$ cat config.mk
export PLATFORM = sky130hd
export DESIGN_NAME = low_power_mode_controller
export DESIGN_NICKNAME = d
export VERILOG_FILES = /design/src/include/lpm_pkg.sv /design/src/design/low_power_mode_controller.sv
export SDC_FILE = /design/constraint.sdc
export NUM_CORES = 1
export LEC_CHECK = 0
export BUFFER_PORTS_ARGS = -buffer_cell sky130_fd_sc_hd__buf_4
export CELL_PAD_IN_SITES_DETAIL_PLACEMENT = 0
export CELL_PAD_IN_SITES_GLOBAL_PLACEMENT = 2
export CORE_UTILIZATION = 26
export CTS_CLUSTER_DIAMETER = 200
export DETAILED_ROUTE_END_ITERATION = 8
export PLACE_DENSITY = 0.94
export SYNTH_ARGS = -nofsm -noshare
export SYNTH_HDL_FRONTEND = slang
export SYNTH_SLANG_ARGS = --single-unit
$ cat constraint.sdc
create_clock -name clk -period 6.1 [get_ports clk]
set_clock_uncertainty 0.05 [all_clocks]
set_input_delay 0 -clock clk [delete_from_list [all_inputs] [get_ports clk]]
set_output_delay 0 -clock clk [all_outputs]
set_load 0.005 [all_outputs]
$ cat src/include/lpm_pkg.sv
package lpm_pkg;

  // Register byte offsets
  localparam logic [4:0] OFS_CTRL_ZERO = 5'h00;
  localparam logic [4:0] OFS_STATUS    = 5'h04;
  localparam logic [4:0] OFS_ANA_CTRL  = 5'h08;
  localparam logic [4:0] OFS_ANA_CFG   = 5'h0C;
  localparam logic [4:0] OFS_MODE      = 5'h10;
  localparam logic [4:0] OFS_DEBUG     = 5'h14;

  // Field positions
  localparam int TSEL_LSB   = 5;
  localparam int ST_CKF     = 0;
  localparam int ST_STBY    = 1;
  localparam int ST_WUF     = 2;
  localparam int MD_LEVEL   = 0;
  localparam int MD_FAST    = 1;
  localparam int MD_LSI     = 2;
  localparam int MD_WAKEPIN = 3;
  localparam int MD_WDGKEY  = 4;
  localparam int AC_SRAM4   = 19;
  localparam int AC_SRAM32  = 18;
  localparam int AC_FLASH   = 17;
  localparam int AC_PORBG   = 16;
  localparam int AC_BG_LSB  = 14;
  localparam int AC_REGULP  = 2;

  // Target selector codes
  localparam logic [1:0] TSEL_STOP    = 2'h0;
  localparam logic [1:0] TSEL_STANDBY = 2'h2;

  // Stop level patterns
  localparam logic [19:0] PAT3_CTRL = 20'h63004;
  localparam logic [9:0]  PAT3_CFG  = 10'h3BF;
  localparam logic [19:0] PAT4_CTRL = 20'h7B004;
  localparam logic [9:0]  PAT4_CFG  = 10'h3B3;
  localparam logic [1:0]  BG_OFF    = 2'h2;

  // Reset values
  localparam logic [1:0] RST_TSEL = 2'h0;
  localparam logic [1:0] RST_DBG  = 2'h0;

  // Regulator modes and clock selects
  localparam logic [1:0] REG_NORMAL = 2'h0;
  localparam logic [1:0] REG_ULP    = 2'h2;
  localparam logic [1:0] SEL_MED    = 2'h0;

  // Timing
  localparam int CLK_MHZ      = 200;
  localparam int OSC_START_NS = 2000;
  localparam int REG_RECOV_NS = 1000;
  localparam int BG_RECOV_NS  = 3000;
  localparam int LP_EXTRA_NS  = 500;
  localparam int OSC_START_CYC = (OSC_START_NS * CLK_MHZ + 999) / 1000;
  localparam int REG_RECOV_CYC = (REG_RECOV_NS * CLK_MHZ + 999) / 1000;
  localparam int BG_RECOV_CYC  = (BG_RECOV_NS * CLK_MHZ + 999) / 1000;
  localparam int LP_EXTRA_CYC  = (LP_EXTRA_NS * CLK_MHZ + 999) / 1000;

  typedef enum logic [2:0] {
    S_RUN, S_SLEEP, S_STOP_ENTRY, S_STOP, S_STOP_WAKE, S_STANDBY
  } lpm_state_t;

  typedef struct packed {
    logic        read;
    logic        write;
    logic [4:0]  address;
    logic [31:0] writedata;
    logic [3:0]  byteenable;
  } avs_req_t;

  typedef struct packed {
    logic        wait_interrupt_instr;
    logic        wait_event_instr;
    logic        deep_sleep_request;
    logic        irq_pending;
  } core_req_t;

  typedef struct packed {
    logic        cpu_clk_en;
    logic [1:0]  sysclk_sel;
    logic        clk_cfg_reset;
    logic        sys_reset_req;
    logic        medium_osc_en;
    logic        fast_osc_en;
    logic        lsi_en;
    logic        hs_clk_allow;
    logic        core_on;
    logic [1:0]  reg_mode;
    logic        flash_pd;
    logic        bg_off;
    logic        reset_bandgap_off;
    logic [1:0]  sram_off;
    logic        vdet_off;
    logic [19:0] ana_ctrl;
    logic [9:0]  ana_cfg;
    logic        io_hiz;
    logic        wake_pad_keep;
    logic        tamper_pad_keep;
    logic        debug_link_en;
    logic        watchdog_run;
  } pwr_ctl_t;

  typedef struct packed {
    lpm_state_t  st;
    logic        waitreq;
    logic [31:0] rdata;
    logic [1:0]  tsel;
    logic [4:0]  mode;
    logic [1:0]  dbg_cfg;
    logic        clock_restore_flag;
    logic        stby;
    logic        wakeup_flag;
    logic        via_wfi;
    logic        lp_reg;
    logic [11:0] cnt;
    logic        wake_prev;
    logic        alarm_prev;
    pwr_ctl_t    ctl;
  } lpm_regs_t;

endpackage : lpm_pkg

$ cat src/design/low_power_mode_controller.sv
// The register offsets and the Avalon-MM slave port were left to the implementer.
`timescale 1ns/100ps
`default_nettype none

module low_power_mode_controller (
  input  wire logic               clk,
  input  wire logic               rst,
  input  wire lpm_pkg::avs_req_t  avs_req,
  output logic [31:0]             avs_readdata,
  output logic                    avs_waitrequest,
  input  wire lpm_pkg::core_req_t core_req,
  input  wire logic [19:0]        evt_lines,
  input  wire logic [19:0]        evt_pending,
  input  wire logic [19:0]        evt_irq_mode,
  input  wire logic [19:0]        evt_evt_mode,
  input  wire logic [19:0]        irq_vector_en,
  input  wire logic               rtc_alarm_flag,
  input  wire logic               rtc_alarm,
  input  wire logic               wake_pin,
  input  wire logic               external_reset_pin_n,
  input  wire logic               watchdog_reset,
  input  wire logic               watchdog_hw_start,
  input  wire logic               tamper_cfg,
  input  wire logic               flash_busy,
  input  wire logic               apb_busy,
  input  wire logic               osc_ready,
  input  wire logic               reg_ready,
  output lpm_pkg::pwr_ctl_t       pwr_ctl
);
  import lpm_pkg::*;

  lpm_regs_t q;
  lpm_regs_t d;

  function automatic logic [11:0] wake_delay(input logic bg_was_off, input logic reg_lp);
    int sum;
    sum = OSC_START_CYC + REG_RECOV_CYC;
    if (bg_was_off) begin
      sum = sum + BG_RECOV_CYC;
    end
    if (reg_lp) begin
      sum = sum + LP_EXTRA_CYC;
    end
    return sum[11:0];
  endfunction : wake_delay

  function automatic pwr_ctl_t run_ctl(input pwr_ctl_t c, input logic fast, input logic low_speed_internal_osc);
    pwr_ctl_t r;
    r = c;
    r.cpu_clk_en    = 1'b1;
    r.medium_osc_en = 1'b1;
    r.fast_osc_en   = fast;
    r.lsi_en        = low_speed_internal_osc;
    r.hs_clk_allow  = 1'b1;
    r.core_on       = 1'b1;
    r.reg_mode      = REG_NORMAL;
    r.flash_pd      = 1'b0;
    r.bg_off        = 1'b0;
    r.reset_bandgap_off    = 1'b0;
    r.sram_off      = 2'h0;
    r.vdet_off      = 1'b0;
    r.ana_ctrl      = 20'h00000;
    r.ana_cfg       = 10'h000;
    r.io_hiz        = 1'b0;
    r.wake_pad_keep = 1'b0;
    r.tamper_pad_keep = 1'b0;
    r.debug_link_en = 1'b1;
    return r;
  endfunction : run_ctl

  logic        bus_req;
  logic        bus_ack;
  logic        sleep_cmd;
  logic        stop_block;
  logic        stop_wake;
  logic        stby_wake;
  logic [19:0] pat_ctrl;
  logic [9:0]  pat_cfg;
  logic [31:0] rd_mux;

  assign bus_req = avs_req.read | avs_req.write;
  assign bus_ack = bus_req & ~q.waitreq;
  assign sleep_cmd = core_req.wait_interrupt_instr | core_req.wait_event_instr;
  assign stop_block = (|evt_pending) | rtc_alarm_flag;
  // Event line 17 carries the alarm once software routes it
  assign stop_wake = q.via_wfi ? |(evt_lines & evt_irq_mode & irq_vector_en)
                               : |(evt_lines & evt_evt_mode);
  assign stby_wake = (wake_pin & ~q.wake_prev) | (rtc_alarm & ~q.alarm_prev)
                   | ~external_reset_pin_n | watchdog_reset;
  assign pat_ctrl = q.mode[MD_LEVEL] ? PAT4_CTRL : PAT3_CTRL;
  assign pat_cfg  = q.mode[MD_LEVEL] ? PAT4_CFG : PAT3_CFG;

  always_comb begin
    case (avs_req.address)
      OFS_CTRL_ZERO: rd_mux = {25'h0, q.tsel, 5'h00};
      OFS_STATUS:    rd_mux = {29'h0, q.wakeup_flag, q.stby, q.clock_restore_flag};
      OFS_ANA_CTRL:  rd_mux = {12'h000, q.ctl.ana_ctrl};
      OFS_ANA_CFG:   rd_mux = {22'h0, q.ctl.ana_cfg};
      OFS_MODE:      rd_mux = {27'h0, q.ctl.watchdog_run, q.mode[3:0]};
      OFS_DEBUG:     rd_mux = {30'h0, q.dbg_cfg};
      default:       rd_mux = 32'h00000000;
    endcase
  end

  always_comb begin
    d = q;
    d.ctl.clk_cfg_reset = 1'b0;
    d.ctl.sys_reset_req = 1'b0;
    d.wake_prev  = wake_pin;
    d.alarm_prev = rtc_alarm;
    d.mode[MD_WDGKEY] = 1'b0;
    // Bus slave: one wait cycle, then answer with waitrequest low
    d.waitreq = ~(bus_req & q.waitreq);
    if (bus_req & q.waitreq) begin
      d.rdata = rd_mux;
    end
    if (bus_ack && avs_req.write && avs_req.byteenable[0]) begin
      case (avs_req.address)
        OFS_CTRL_ZERO: d.tsel = avs_req.writedata[TSEL_LSB +: 2];
        OFS_STATUS: begin
          d.clock_restore_flag  = q.clock_restore_flag & ~avs_req.writedata[ST_CKF];
          d.stby = q.stby & ~avs_req.writedata[ST_STBY];
          d.wakeup_flag  = q.wakeup_flag & ~avs_req.writedata[ST_WUF];
        end
        OFS_MODE: begin
          d.mode = avs_req.writedata[4:0];
          d.ctl.fast_osc_en = avs_req.writedata[MD_FAST] & q.ctl.hs_clk_allow;
          d.ctl.lsi_en = avs_req.writedata[MD_LSI];
        end
        OFS_DEBUG: d.dbg_cfg = avs_req.writedata[1:0];
        default: d.tsel = q.tsel;
      endcase
    end
    if (d.mode[MD_WDGKEY] | watchdog_hw_start) begin
      d.ctl.watchdog_run = 1'b1;
    end
    case (q.st)
      S_RUN: begin
        if (sleep_cmd) begin
          d.via_wfi = core_req.wait_interrupt_instr;
          d.ctl.cpu_clk_en = 1'b0;
          if (!core_req.deep_sleep_request) begin
            d.st = S_SLEEP;
          end else if (q.tsel == TSEL_STOP) begin
            if (stop_block) begin
              d.ctl.cpu_clk_en = 1'b1;
              d.clock_restore_flag = 1'b1;
            end else begin
              d.st = S_STOP_ENTRY;
            end
          end else if (q.tsel == TSEL_STANDBY) begin
            if (q.wakeup_flag) begin
              d.ctl.cpu_clk_en = 1'b1;
            end else begin
              d.st = S_STANDBY;
              d.ctl.medium_osc_en = 1'b0;
              d.ctl.fast_osc_en = 1'b0;
              d.ctl.hs_clk_allow = 1'b0;
              d.ctl.core_on = 1'b0;
              d.ctl.reg_mode = REG_ULP;
              d.ctl.flash_pd = 1'b1;
              d.ctl.bg_off = 1'b1;
              d.ctl.reset_bandgap_off = 1'b1;
              d.ctl.sram_off = 2'h3;
              d.ctl.vdet_off = 1'b1;
              d.ctl.io_hiz = 1'b1;
              d.ctl.wake_pad_keep = q.mode[MD_WAKEPIN];
              d.ctl.tamper_pad_keep = tamper_cfg;
              d.ctl.debug_link_en = q.dbg_cfg[1];
            end
          end else begin
            d.st = S_SLEEP;
          end
        end
      end
      S_SLEEP: begin
        if (core_req.irq_pending | (|(evt_lines & evt_evt_mode))) begin
          d.st = S_RUN;
          d.ctl.cpu_clk_en = 1'b1;
        end
      end
      S_STOP_ENTRY: begin
        if (stop_block) begin
          d.st = S_RUN;
          d.ctl.cpu_clk_en = 1'b1;
          d.clock_restore_flag = 1'b1;
        end else if (!flash_busy && !apb_busy) begin
          d.st = S_STOP;
          d.ctl.medium_osc_en = 1'b0;
          d.ctl.fast_osc_en = 1'b0;
          d.ctl.hs_clk_allow = 1'b0;
          d.ctl.ana_ctrl = pat_ctrl;
          d.ctl.ana_cfg = pat_cfg;
          d.ctl.reg_mode = pat_ctrl[AC_REGULP] ? REG_ULP : REG_NORMAL;
          d.ctl.flash_pd = pat_ctrl[AC_FLASH];
          d.ctl.bg_off = (pat_ctrl[AC_BG_LSB +: 2] == BG_OFF);
          d.ctl.reset_bandgap_off = pat_ctrl[AC_PORBG];
          d.ctl.sram_off = {pat_ctrl[AC_SRAM4], pat_ctrl[AC_SRAM32]};
          d.lp_reg = pat_ctrl[AC_REGULP];
          d.ctl.debug_link_en = q.dbg_cfg[0];
        end
      end
      S_STOP: begin
        if (stop_wake) begin
          d.st = S_STOP_WAKE;
          d.cnt = wake_delay(q.ctl.bg_off, q.lp_reg);
          d.ctl.medium_osc_en = 1'b1;
          d.ctl.reg_mode = REG_NORMAL;
          d.ctl.bg_off = 1'b0;
        end
      end
      S_STOP_WAKE: begin
        if (q.cnt != 12'h000) begin
          d.cnt = q.cnt - 12'h001;
        end else if (osc_ready && reg_ready) begin
          d.st = S_RUN;
          d.ctl = run_ctl(q.ctl, 1'b0, q.mode[MD_LSI]);
          d.mode[MD_FAST] = 1'b0;
          d.ctl.sysclk_sel = SEL_MED;
          d.ctl.clk_cfg_reset = 1'b1;
          d.clock_restore_flag = 1'b1;
        end
      end
      S_STANDBY: begin
        if (stby_wake) begin
          d.st = S_RUN;
          d.ctl = run_ctl(q.ctl, 1'b0, q.mode[MD_LSI]);
          d.mode[MD_FAST] = 1'b0;
          d.ctl.sysclk_sel = SEL_MED;
          d.ctl.sys_reset_req = 1'b1;
          d.stby = 1'b1;
          d.wakeup_flag = 1'b1;
        end
      end
      default: d.st = S_RUN;
    endcase
  end

  always_ff @(posedge clk or posedge rst) begin
    if (rst) begin
      q <= '0;
      q.st <= S_RUN;
      q.waitreq <= 1'b1;
      q.tsel <= RST_TSEL;
      q.dbg_cfg <= RST_DBG;
      q.ctl.cpu_clk_en <= 1'b1;
      q.ctl.sysclk_sel <= SEL_MED;
      q.ctl.medium_osc_en <= 1'b1;
      q.ctl.hs_clk_allow <= 1'b1;
      q.ctl.core_on <= 1'b1;
      q.ctl.reg_mode <= REG_NORMAL;
      q.ctl.debug_link_en <= 1'b1;
    end else begin
      q <= d;
    end
  end

  assign avs_readdata    = q.rdata;
  assign avs_waitrequest = q.waitreq;
  assign pwr_ctl         = q.ctl;

  abort_entry_a: assert property (@(posedge clk) disable iff (rst)
    (q.st == S_RUN && sleep_cmd && core_req.deep_sleep_request && q.tsel == TSEL_STOP
     && stop_block) |=> (q.st == S_RUN && q.clock_restore_flag && q.ctl.cpu_clk_en))
    else $error("stop entry not aborted");

  stop_gate_a: assert property (@(posedge clk) disable iff (rst)
    (q.st == S_STOP) |-> (!q.ctl.medium_osc_en && !q.ctl.fast_osc_en && !q.ctl.hs_clk_allow
                          && q.ctl.core_on && !q.ctl.cpu_clk_en))
    else $error("stop clock gating wrong");

  level_pattern_a: assert property (@(posedge clk) disable iff (rst)
    (q.st == S_STOP_ENTRY && !stop_block && !flash_busy
     && !apb_busy && q.mode[MD_LEVEL])
    |=> (q.ctl.ana_ctrl == PAT4_CTRL && q.ctl.ana_cfg == PAT4_CFG && q.ctl.bg_off
         && q.ctl.flash_pd && q.ctl.reg_mode == REG_ULP))
    else $error("level four pattern wrong");

  stop_exit_a: assert property (@(posedge clk) disable iff (rst)
    (q.st == S_STOP_WAKE && q.cnt == 12'h000 && osc_ready && reg_ready)
    |=> (q.st == S_RUN && q.ctl.sysclk_sel == SEL_MED && q.ctl.clk_cfg_reset && q.clock_restore_flag)
        ##1 !q.ctl.clk_cfg_reset)
    else $error("stop exit clock restore wrong");

  wake_hold_a: assert property (@(posedge clk) disable iff (rst)
    (q.st == S_STOP && stop_wake) |=> (!q.ctl.cpu_clk_en && q.st == S_STOP_WAKE) [*8])
    else $error("clock released before wake delay");

  standby_state_a: assert property (@(posedge clk) disable iff (rst)
    (q.st == S_STANDBY) |-> (q.ctl.io_hiz && !q.ctl.core_on && q.ctl.reg_mode == REG_ULP
                             && q.ctl.flash_pd && !q.ctl.hs_clk_allow && q.ctl.sram_off == 2'h3))
    else $error("standby power state wrong");

  standby_exit_a: assert property (@(posedge clk) disable iff (rst)
    (q.st == S_STANDBY && wake_pin && !q.wake_prev)
    |=> (q.ctl.sys_reset_req && q.stby && !q.ctl.fast_osc_en) ##1 !q.ctl.sys_reset_req)
    else $error("standby wake wrong");

  watchdog_hold_a: assert property (@(posedge clk) disable iff (rst)
    q.ctl.watchdog_run |=> q.ctl.watchdog_run)
    else $error("watchdog stopped");

  sleep_only_a: assert property (@(posedge clk) disable iff (rst)
    (q.st == S_SLEEP) |-> (!q.ctl.cpu_clk_en && q.ctl.medium_osc_en && q.ctl.hs_clk_allow
                           && q.ctl.core_on && !q.ctl.flash_pd))
    else $error("sleep gated more than cpu clock");

  debug_link_a: assert property (@(posedge clk) disable iff (rst)
    (q.st == S_STOP && !q.dbg_cfg[0]) |-> !q.ctl.debug_link_en)
    else $error("debug link kept in stop");

  standby_guard_a: assert property (@(posedge clk) disable iff (rst)
    (q.st == S_RUN && sleep_cmd && core_req.deep_sleep_request
     && q.tsel == TSEL_STANDBY && q.wakeup_flag) |=> q.st == S_RUN)
    else $error("standby entered with wakeup flag set");

endmodule : low_power_mode_controller

`default_nettype wire

# --- Word-level counts from Yosys, hierarchy flattened ---
# Index checks and enable logic that the tools add are counted.
op_classes:
  n_bitwise: 28
  n_reduce_logical: 34
  n_eq_ne: 31
  n_mux: 101
  add_sub_neg: 2
ops:
  columns: ["operator", "n"]
  rows:
  - ["$mux 53", 3]
  - ["$pmux 20 s6", 1]
  - ["$pmux 30 s3", 1]
  - ["$and 20x20->20", 3]
  - ["$mux 10", 6]
  - ["$mux 12", 5]
  - ["$mux 30", 2]
  - ["$reduce_or 20->1", 3]
  - ["$mux 3", 14]
  - ["$ne 2x2->1 const B", 15]
  - ["$mux 2", 14]
  - ["$mux 1", 25]
  - ["$mux 4", 6]
  - ["$pmux 12 s2", 1]
  - ["$pmux 3 s6", 1]
  - ["$reduce_and 9->1", 2]
  - ["$mux 17", 1]
  - ["$pmux 1 s4", 4]
  - ["$pmux 1 s5", 3]
  - ["$mux 7", 2]
  - ["$add 12x8->12 const B", 1]
  - ["$pmux 3 s4", 1]
  - ["$reduce_and 12->1", 1]
  - ["$reduce_bool 12->1", 1]
  - ["other kinds (36)", 80]
totals:
  inputBits: 160
  wordCells: 233
  reg_bits: 116
  out_inout_bits: 86

# --- Longest topological paths before layout ---
# Gate-level depths: netlist (run 1).
logic_depth:
  ltp_word: 11
  ltp_mapped: 9
  mapped_depth_nobuf: 8

# --- Worst setup path after synthesis (run 1) ---
# No wires, ideal clock.
synth_timing:
  path_type: "reg2reg"
  startpoint: "register q[55] (netlist bit)"
  endpoint: "register q[56] (netlist bit)"
  path_stages_with_launch: 9
  slack_ps: 3970
  arrival_ps: 1952
  setup_ps: 128
  path_buffers: 0
  period_less_slack_ps: 2130
  required_ps: 5922
  cell_sequence: "dfrtp_1 inv_1 ha_1 nor3b_4 nand2_1 nor4b_1 o21ai_0 nand2_2 mux2_1"
synth_between:
  elab_chain_cells: 3
  word_cells_on_any_way: 6
synth_rtl:
  columns: ["item", "line", "text"]
  rows:
  - ["from (decl)", "low_power_mode_controller.sv:32", "lpm_regs_t q;"]
  - ["$sub 12x1->12 / $reduce_bool 12->1 (equally long branches)", "low_power_mode_controller.sv:214, low_power_mode_controller.sv:213", null]
  - ["$mux 12 / $ne 2x2->1 (equally long branches)", null, null]
  - ["$pmux 12 s2 / $reduce_and 3->1 (equally long branches)", null, null]
# Parallel ways exist; a longest one is shown, timed or not. The select of a mux whose other input is x is not followed.
# A chain may end at the register's enable or synchronous reset.

# --- Worst setup path in the final report (run 1) ---
layout_timing:
  startpoint: "register q[114] (netlist bit)"
  endpoint: "register q[56] (netlist bit)"
layout_between:
  elab_chain_cells: 3
  word_cells_on_any_way: 7
layout_rtl:
  columns: ["item", "line", "text"]
  rows:
  - ["$eq 3x3->1 / $eq 3x2->1 (equally long branches)", "low_power_mode_controller.sv:137", "case (q.st)"]
  - ["$ne 2x2->1 (no line) / $reduce_bool 2->1 (equally long branches)", null, null]
  - ["$reduce_and 3->1 (no line)", null, null]
# Parallel ways exist; a longest one is shown, timed or not.

==> results of run 1 <==
## sequential cells by signal, indices dropped and copies added (netlist names)
signal / flops
pwr_ctl: 22
avs_waitrequest: 1
avs_readdata: 11
q: 30
## synthesized netlist by cell type, types with 7 or more instances
cell,n
nand3_1,31
o21ai_0,21
or3_1,8
a22o_1,8
nand4_1,13
nor4_1,8
dfrtp_1,58
clkbuf_1,7
a22oi_1,10
nor2_1,31
mux2_2,12
inv_1,16
nor3_1,12
buf_4,85
a21oi_1,17
nand2_1,43
## what timing repair did
action	4_1_cts	5_1_grt
buffers inserted	0	0
endpoints found under the hold margin	79	0
setup endpoints to repair	0	0
hold buffers	19	0
## layout make-up
type                    instances  area share (%)
flip-flops and latches         64            27.2
clock inverters                 7            1.61
clock buffers                   9            3.81
well taps                     216            4.58
repair buffers                210            27.5
inverters                      16            1.02
multi-input cells             332            34.3
## kinds of logic (layout without fill, tap and decap cells)
kind of cell / after synthesis / count (layout) / synth area share (%)
other cells: 1 / 29 / 0.0874
flops: 64 / 64 / 37.5
buf+inv: 115 / 242 / 17.8
fa+ha+maj: 3 / 3 / 0.874
simple gates: 178 / 178 / 22.0
xor+xnor: 2 / 2 / 0.408
mux: 16 / 16 / 4.11
compound gates: 104 / 104 / 17.2
## critical path, cell delays in order (launching register included)
cell,delay (ps)
dfrtp_1,660
inv_1,190
or3_1,440
or3_1,410
a2bb2oi_2,260
nand2_2,270
mux2_1,340
## report_power, final
group          switching (mW)  internal, mW  leakage (nW)
combinational           0.312         0.338          1.85
sequential              0.135         0.542         0.793
clock                   0.192         0.358         0.156
## metal layers
layer  wire [µm]  global-route usage (%)  part of all wire, %  up-vias
met5           0                       0                    0        -
met2        6590                    27.5                   53      167
met4          42                    3.52                 0.33        0
li1            -                       -                    -     1940
met1        5190                    17.6                   41     1893
met3         713                    3.09                  5.7        4
## path summary, 6_finish.rpt
path	start	end	slack, ps	cells after the start
max reg2reg	q[114]$_DFFE_PP0P_	q[56]$_DFFE_PP0P_	3340	6
max	q[114]$_DFFE_PP0P_	q[56]$_DFFE_PP0P_	3340	6
min reg2reg	pwr_ctl[47]$_DFFE_PP1P_	pwr_ctl[47]$_DFFE_PP1P_	420	2
min in group asynchronous	rst	q[54]$_DFF_PP0_	420	4
min	apb_busy	pwr_ctl[33]$_DFFE_PP0P_	50	3
max in group asynchronous	rst	q[80]$_DFFE_PP0P_	5030	4
## stage by stage
| stage | setup slack (ps) | utilization [%] | std cells | power (mW) | area (µm²) |
|---|---|---|---|---|---|
| after floorplan | 3970 | - | 511 | 1.12 | 4400 |
| after global placement | 3380 | 33.7 | 819 | 1.30 | 5400 |
| after detailed placement | 3360 | 33.7 | 819 | 1.32 | 5400 |
| after CTS | 3340 | 36.9 | 854 | 1.90 | 5910 |
| after global routing | 3120 | 36.9 | 854 | 2.01 | 5910 |
| final | 3340 | 36.9 | 854 | 1.88 | 5910 |
==> out/metrics.yaml, run 1 <==
criticalPathCategory: "flip-flop to flip-flop"
detail_route.vias_per_cell: 4.69
io_pins: 246
drive_above_1_share_pct: 37.8
die_area_mm2: 0.0170
slew_headroom_pct: 37.1
synth-edff-count: 0
synth_area_leaders: "dfrtp_1 34%, buf_4 15%, nand2_1 3.8%"
worstPathArrival_ps: 2920
ys_seq_elements: 64
ff_latch_area_mm2: 0.00161
final_cell_mix: "191 x buf_4, 58 x dfrtp_1, 43 x nand2_1"
p_leak_nw: 2.79
tightest_slew_ps: 939
root_buffer: "clkbuf_16"
ys_warn_count: 0
cts_buffer_depth: 2
mostFrequentLayoutCell: "buf_4"
grt_pass1_wl_um: 19600
path_clk_slew_ps: 60
required_ps: 6260
status: "finished, final reports clean"
start_util_pct: 26.8
area_delta_synth_final_pct: 37.6
insertion_delay_ps: 330
chipWidth_um: 130
critPathCaptureType: "flip-flop"
final-hold-violation-count: 0
drv_slew: 0
power_density_mw_per_mm2: 318
clock-sinks: 64
final.setup.tns_ps: 0
nets: 796
drc: 0
crit_fanout: 15
grt_setup_unrepaired: "false"
cap_violations: 0
die_y_um: 130
overflow: 0
track_usage_pct: 14.9
start_kind: "flip-flop"
syn_inst: 483
core_mm2: 0.0160
first_pass_iters: 5
nFillCells: 1669
hp-class: "primary input to flip-flop"
ant_nets: 0
first_iter_violations: 159
antenna_found_initial: 0
place.gp.congestion: 0.814
cts_max_level: 3
multi_input_area_mm2: 0.00202
grt_pass1_vias: 3914
grt_max_degree: 65
dpl.hpwl_um: 9780
finalSetupViolations: 0
vias: 4004
ys_types: 67
rows: 46
period_needed_ps: 2760
wire_per_inst_um: 14.7
port_buffers: 188
cts_made_buffers: 9
seq_area_frac_synth_pct: 37.5
avgSynthCellArea_um2: 8.89
synth_top_area_share_pct: 33.8
post_cts_resize_count: 0
hold_ws_ps: 52.4
ir_worst_vdd_mv: 0.148
cts_tree: "yes"
postSynth.asyncResetShare_pct: 100
synthFlopType: "dfrtp_1"
max_freq_mhz: 362
synth_area_mm2: 0.00429
fin_crit_sh_pct: 45.3
yosys.area.top_type: "dfrtp_1"
wl_um: 12500
diodes: 0
Note: power is estimated with default switching activity, not from simulation.
==> run 2: changes to the inputs <==
Settings changed: CORE_UTILIZATION 26 to 24, PLACE_DENSITY 0.94 to 0.88.
Clock period 6.1 ns to 2.62 ns, I/O delays scaled along.
==> out/metrics.yaml, run 2 (synthesis results as in run 1) <==
nets: 809  # +1.6%
final.setup.tns_ps: 0  # unchanged
criticalPathCategory: "flip-flop to flip-flop"
ir_worst_vdd_mv: 0.412  # +180%
fin_crit_sh_pct: 91.9  # +47 points
start_util_pct: 24.7  # -2.1 points
cts_made_buffers: 9  # unchanged
cts_tree: "yes"
critPathCaptureType: "flip-flop"
die_y_um: 136  # +4.0%
whs_endpoint: "avs_readdata[9]$_DFFE_PP0P_"
p_seq_share_pct: 33.8  # -2.3 points
overflow: 0  # unchanged
slew_headroom_pct: 45.5  # +8.4 points
mostFrequentLayoutCell: "buf_4"
period_needed_ps: 2410  # -358 ps
io_pins: 246  # unchanged
worstPathArrival_ps: 2570  # -350 ps
core_mm2: 0.0174  # +8.5%
drive_above_1_share_pct: 39.2  # +1.4 points
place_ws_ps: 236  # -3120 ps
dpl.hpwl_um: 10400  # +6.3%
drc: 0  # unchanged
cap_violations: 0  # unchanged
rows: 48  # +4.3%
p_leak_nw: 2.86  # +2.2%
start_kind: "flip-flop"
ff2ff_setup_slack_ps: 210  # -3120 ps
drv_slew: 0  # unchanged
r2r-end: "pwr_ctl[2]$_DFFE_PP0P_"
grt_max_degree: 65  # unchanged
tightest_slew_ps: 818  # -122 ps
vias: 4048  # +1.1%
grt_setup_unrepaired: "false"
p_total_mw: 4.50  # +140%
whs_path_depth: 4  # +1
chipWidth_um: 136  # +4.0%
final-hold-violation-count: 0  # unchanged
r2r_cells: 7  # +1
diodes: 0  # unchanged
power_density_mw_per_mm2: 746  # +130%
wl_um: 13100  # +4.5%
ff_latch_area_mm2: 0.00161  # unchanged
wire_per_inst_um: 15.0  # +1.8%
nFillCells: 1764  # +5.7%
first_pass_iters: 4  # -1
area_delta_synth_final_pct: 40.5
place.gp.congestion: 0.869  # +6.7%
clkPwrFrac_pct: 29.2  # about the same
multi_input_area_mm2: 0.00203  # +0.25%
max_freq_mhz: 415  # +15%
root_buffer: "clkbuf_16"
hold_ws_ps: 41.3  # -11.1 ps
cts_max_level: 3  # unchanged
largest_reg_flops: 30  # unchanged
comb_power_share_pct: 37.0  # +2.4 points
internal_power_mw: 2.99  # +140%
largest_register: "q"
die_area_mm2: 0.0184  # +8.2%
path_clk_slew_ps: 60  # about the same
grt_pass1_vias: 4018  # +2.7%
swShare_pct: 33.6  # -0.46 points
status: "finished, final reports clean"
grt_pass1_wl_um: 20500  # +4.6%
cts_buffer_depth: 2  # unchanged
crit_fanout: 6  # -9
power_switching_mw: 1.51  # +140%
detail_route.vias_per_cell: 4.62  # -1.4%
hp-class: "primary input to flip-flop"
layout_setup_ws_ps: 213  # -3120 ps
antenna_found_initial: 0  # unchanged
final_cell_mix: "204 x buf_4, 58 x dfrtp_1, 43 x nand2_1"
clock-sinks: 64  # unchanged
track_usage_pct: 14.4  # -0.48 points
reg2reg_from: "q[55]$_DFFE_PP0P_"
finalSetupViolations: 0  # unchanged
required_ps: 2780  # -3480 ps
first_iter_violations: 226  # +42%
final_core_util_pct: 34.7  # -2.2 points
insertion_delay_ps: 330  # about the same
ant_nets: 0  # unchanged
port_buffers: 188  # unchanged
worstHoldStart: "avs_req[36]"
-- run 2: cell count changes in the layout (fill, tap and decap cells not counted) --
cell        before  now
buf_4          191  204
clkbuf_8         0    1
clkinv_2         2    0
clkinv_4         1    0
clkinvlp_4       1    3
nor3b_1          2    1
nor3b_2          0    1
-- run 2: final cells by class --
cell class                 count  area share (%)
timing repair buffer         223            28.5
inverter                      16           0.996
tap                          225            4.67
clock inverter                 6            1.51
sequential                    64            26.7
clock buffer                  10            3.96
multi-input combinational    332            33.6
-- run 2: through the flow --
stage | std cells | area, µm²
final | 876 | 6030
after global routing | 876 | 6030
after CTS | 876 | 6030
after detailed placement | 841 | 5510
after global placement | 841 | 5510
after floorplan | 511 | 4400
-- run 2: repair_timing --
item | 4_1_cts | 5_1_grt
hold buffers | 19 | 0
hold endpoints to repair | 79 | 0
setup buffers | 0 | 0
resized for setup | 0 | 1
endpoints found under the setup margin | 0 | 2
-- run 2: worst max-delay path, cell delays in order (launching register included) --
cell	delay, ps
dfrtp_1	400
inv_1	70
ha_1	180
nor3b_4	300
nand4_2	160
o211a_1	310
or3_1	520
a22o_1	300
-- run 2: worst max-delay path by stage --
stage                               from                           end  slack [ps]  depth (start not counted)
4_1_cts        avs_waitrequest$_DFF_PP1_  avs_readdata[16]$_DFFE_PP0P_         110                          6
5_1_grt                q[55]$_DFFE_PP0P_       pwr_ctl[52]$_DFFE_PP1P_           9                          8
3_3_place_gp           q[55]$_DFFE_PP0P_             q[61]$_DFFE_PP0P_         240                         10
6_report               q[55]$_DFFE_PP0P_        pwr_ctl[2]$_DFFE_PP0P_         210                          7
3_5_place_dp           q[55]$_DFFE_PP0P_        pwr_ctl[2]$_DFFE_PP0P_         240                          7
2_1_floorplan          q[55]$_DFFE_PP0P_             q[56]$_DFFE_PP0P_         490                          8
-- run 2: power groups by stage --
stage	clock, mW	sequential, mW	combinational, mW
floorplan	0	1.45	1.16
finish	1.32	1.52	1.66
global placement	0	1.52	1.61
CTS	1.35	1.52	1.68
detailed placement	0	1.53	1.63
global route	1.39	1.56	1.85
-- run 2: routing by layer --
| layer | share of wire, % | GRT usage [%] |
|---|---|---|
| met3 | 6.0 | 2.96 |
| met1 | 40 | 16.5 |
| met4 | 1.4 | 3.56 |
| met5 | 0 | 0 |
| met2 | 53 | 27.0 |
==> run 3: changes to the inputs <==
Settings changed: CORE_UTILIZATION 24 to 26, PLACE_DENSITY 0.88 to 0.94, SKIP_CTS_REPAIR_TIMING set to 1.
Clock period 2.62 ns to 3.1 ns, I/O delays scaled along.
==> out/metrics.yaml, run 3 (synthesis results as in run 1) <==
status: "finished, final reports clean"
tightest_slew_ps: 934  # +117 ps
antenna_found_initial: 0  # unchanged
crit_fanout: 15  # +9
final.setup.tns_ps: 0  # unchanged
use_met1_pct: 17.2  # +0.69 points
io_pins: 246  # unchanged
slowest_stage: "a2bb2oi_2"
largest_register: "q"
grt_use_met2_pct: 27.2  # +0.16 points
wire_per_inst_um: 14.7  # -1.5%
grt_use_met3_pct: 3.30  # +0.34 points
grt_pass1_wl_um: 19400  # -5.3%
dpl.hpwl_um: 10000  # -3.6%
root_buffer: "clkbuf_16"
swShare_pct: 34.6  # +1.1 points
chipWidth_um: 130  # -3.9%
vias: 4018  # -0.74%
start_util_pct: 26.8  # +2.1 points
detail_route.vias_per_cell: 4.68  # +1.3%
critPathCaptureType: "flip-flop"
required_ps: 3260  # +480 ps
fin_crit_sh_pct: 81.9  # -10 points
path_cells: "and3b_1, nand4_1, nor4_1, a2bb2oi_2, nand2_2, mux2_1"
cts_buffer_depth: 2  # unchanged
die_area_mm2: 0.0170  # -7.6%
slowest_delay_ps: 650  # +130 ps
wl_um: 12600  # -3.5%
grt_pass1_vias: 3884  # -3.3%
insertion_delay_ps: 330  # about the same
cts_made_buffers: 9  # unchanged
layout_setup_ws_ps: 561  # +348 ps
comb_power_share_pct: 37.0  # about the same
p_seq_share_pct: 35.4  # +1.6 points
ir_worst_vdd_mv: 0.284  # -31%
slew_headroom_pct: 37.6  # -7.9 points
p_total_mw: 3.63  # -19%
overflow: 0  # unchanged
final_cell_mix: "196 x buf_4, 58 x dfrtp_1, 43 x nand2_1"
first_pass_iters: 4  # unchanged
finalSetupViolations: 0  # unchanged
nFillCells: 1649  # -6.5%
cts_max_level: 3  # unchanged
die_y_um: 130  # -3.9%
busiest_layer: "met2"
grt_setup_unrepaired: "false"
max_freq_mhz: 394  # -5.2%
diodes: 0  # unchanged
cts_tree: "yes"
p_leak_nw: 2.81  # -1.6%
period_needed_ps: 2540  # +132 ps
worstPathArrival_ps: 2700  # +130 ps
place.gp.congestion: 0.814  # -6.4%
final-hold-violation-count: 0  # unchanged
track_usage_pct: 14.8  # +0.38 points
mostFrequentLayoutCell: "buf_4"
start_kind: "flip-flop"
criticalPathCategory: "flip-flop to flip-flop"
core_mm2: 0.0160  # -7.8%
rows: 46  # -4.2%
path_clk_slew_ps: 60  # about the same
port_buffers: 188  # unchanged
drive_above_1_share_pct: 38.3  # -0.85 points
cap_violations: 0  # unchanged
clock-sinks: 64  # unchanged
place_ws_ps: 609  # +373 ps
internal_power_mw: 2.38  # -20%
power_switching_mw: 1.26  # -17%
drc: 0  # unchanged
area_delta_synth_final_pct: 37.7
grt_max_degree: 45  # -31%
clkPwrFrac_pct: 27.6  # -1.6 points
nets: 800  # -1.1%
power_density_mw_per_mm2: 615  # -18%
first_iter_violations: 142  # -37%
largest_reg_flops: 30  # unchanged
ant_nets: 0  # unchanged
hp-class: "primary input to flip-flop"
drv_slew: 0  # unchanged
[run 3: cell count changes in the layout (fill, tap and decap cells not counted), sizes merged]
| cell | previous run | this run |
|---|---|---|
| bufinv | 2 | 1 |
| buf | 204 | 196 |
| clkbuf | 10 | 9 |
| clkinv | 0 | 5 |
| clkinvlp | 3 | 0 |
| dlygate4sd3 | 19 | 18 |
[run 3: area by class of cell]
class	count	area, µm²	share of cell area (%)
inverters	16	60.1	1.02
repair buffers	214	1650	27.9
flip-flops and latches	64	1610	27.2
well taps	216	270	4.57
clock inverters	7	71.3	1.21
clock buffers	9	225	3.81
multi-input cells	332	2020	34.2
[run 3: worst paths after layout]
kind                                          from                           to  slack (ps)  depth (start not counted)
min in group asynchronous                      rst              q[54]$_DFF_PP0_         390                          3
setup reg to reg                q[116]$_DFFE_PP0P_            q[56]$_DFFE_PP0P_         560                          6
hold / removal                         avs_req[38]  avs_readdata[9]$_DFFE_PP0P_           8                          3
setup / recovery                q[116]$_DFFE_PP0P_            q[56]$_DFFE_PP0P_         560                          6
hold reg to reg            pwr_ctl[43]$_DFFE_PP1P_      pwr_ctl[43]$_DFFE_PP1P_         420                          2
max in group asynchronous                      rst            q[55]$_DFFE_PP0P_        1650                          5
[run 3: routing by layer]
| layer | vias up | routed length (µm) |
|---|---|---|
| met5 | - | 0 |
| met4 | 0 | 125 |
| met3 | 13 | 792 |
| met2 | 174 | 6570 |
| met1 | 1883 | 5150 |
| li1 | 1948 | - |
[run 3: critical path, delay by kind of cell, from the launching register on]
family,cells,cell delay (ps)
compound gates,1,650
flops,1,580
mux,1,390
simple gates,4,750
[run 3: power groups by stage]
| stage | clock (mW) | sequential, mW | combinational [mW] |
|---|---|---|---|
| floorplan | 0 | 1.23 | 0.979 |
| global placement | 0 | 1.29 | 1.30 |
| detailed placement | 0 | 1.30 | 1.32 |
| CTS | 1.03 | 1.29 | 1.33 |
| global route | 1.07 | 1.32 | 1.51 |
| finish | 1.00 | 1.29 | 1.34 |
[run 3: through the flow]
| stage | instances | area [µm²] | util [%] | hold WS [ps] |
|---|---|---|---|---|
| floorplan | 511 | 4400 | - | -18.6 |
| global placement | 824 | 5430 | 34.0 | 68.1 |
| detailed placement | 824 | 5430 | 34.0 | 69.0 |
| CTS | 840 | 5730 | 35.8 | -285 |
| global route | 858 | 5910 | 36.9 | 14.8 |
| finish | 858 | 5910 | 36.9 | 8.06 |
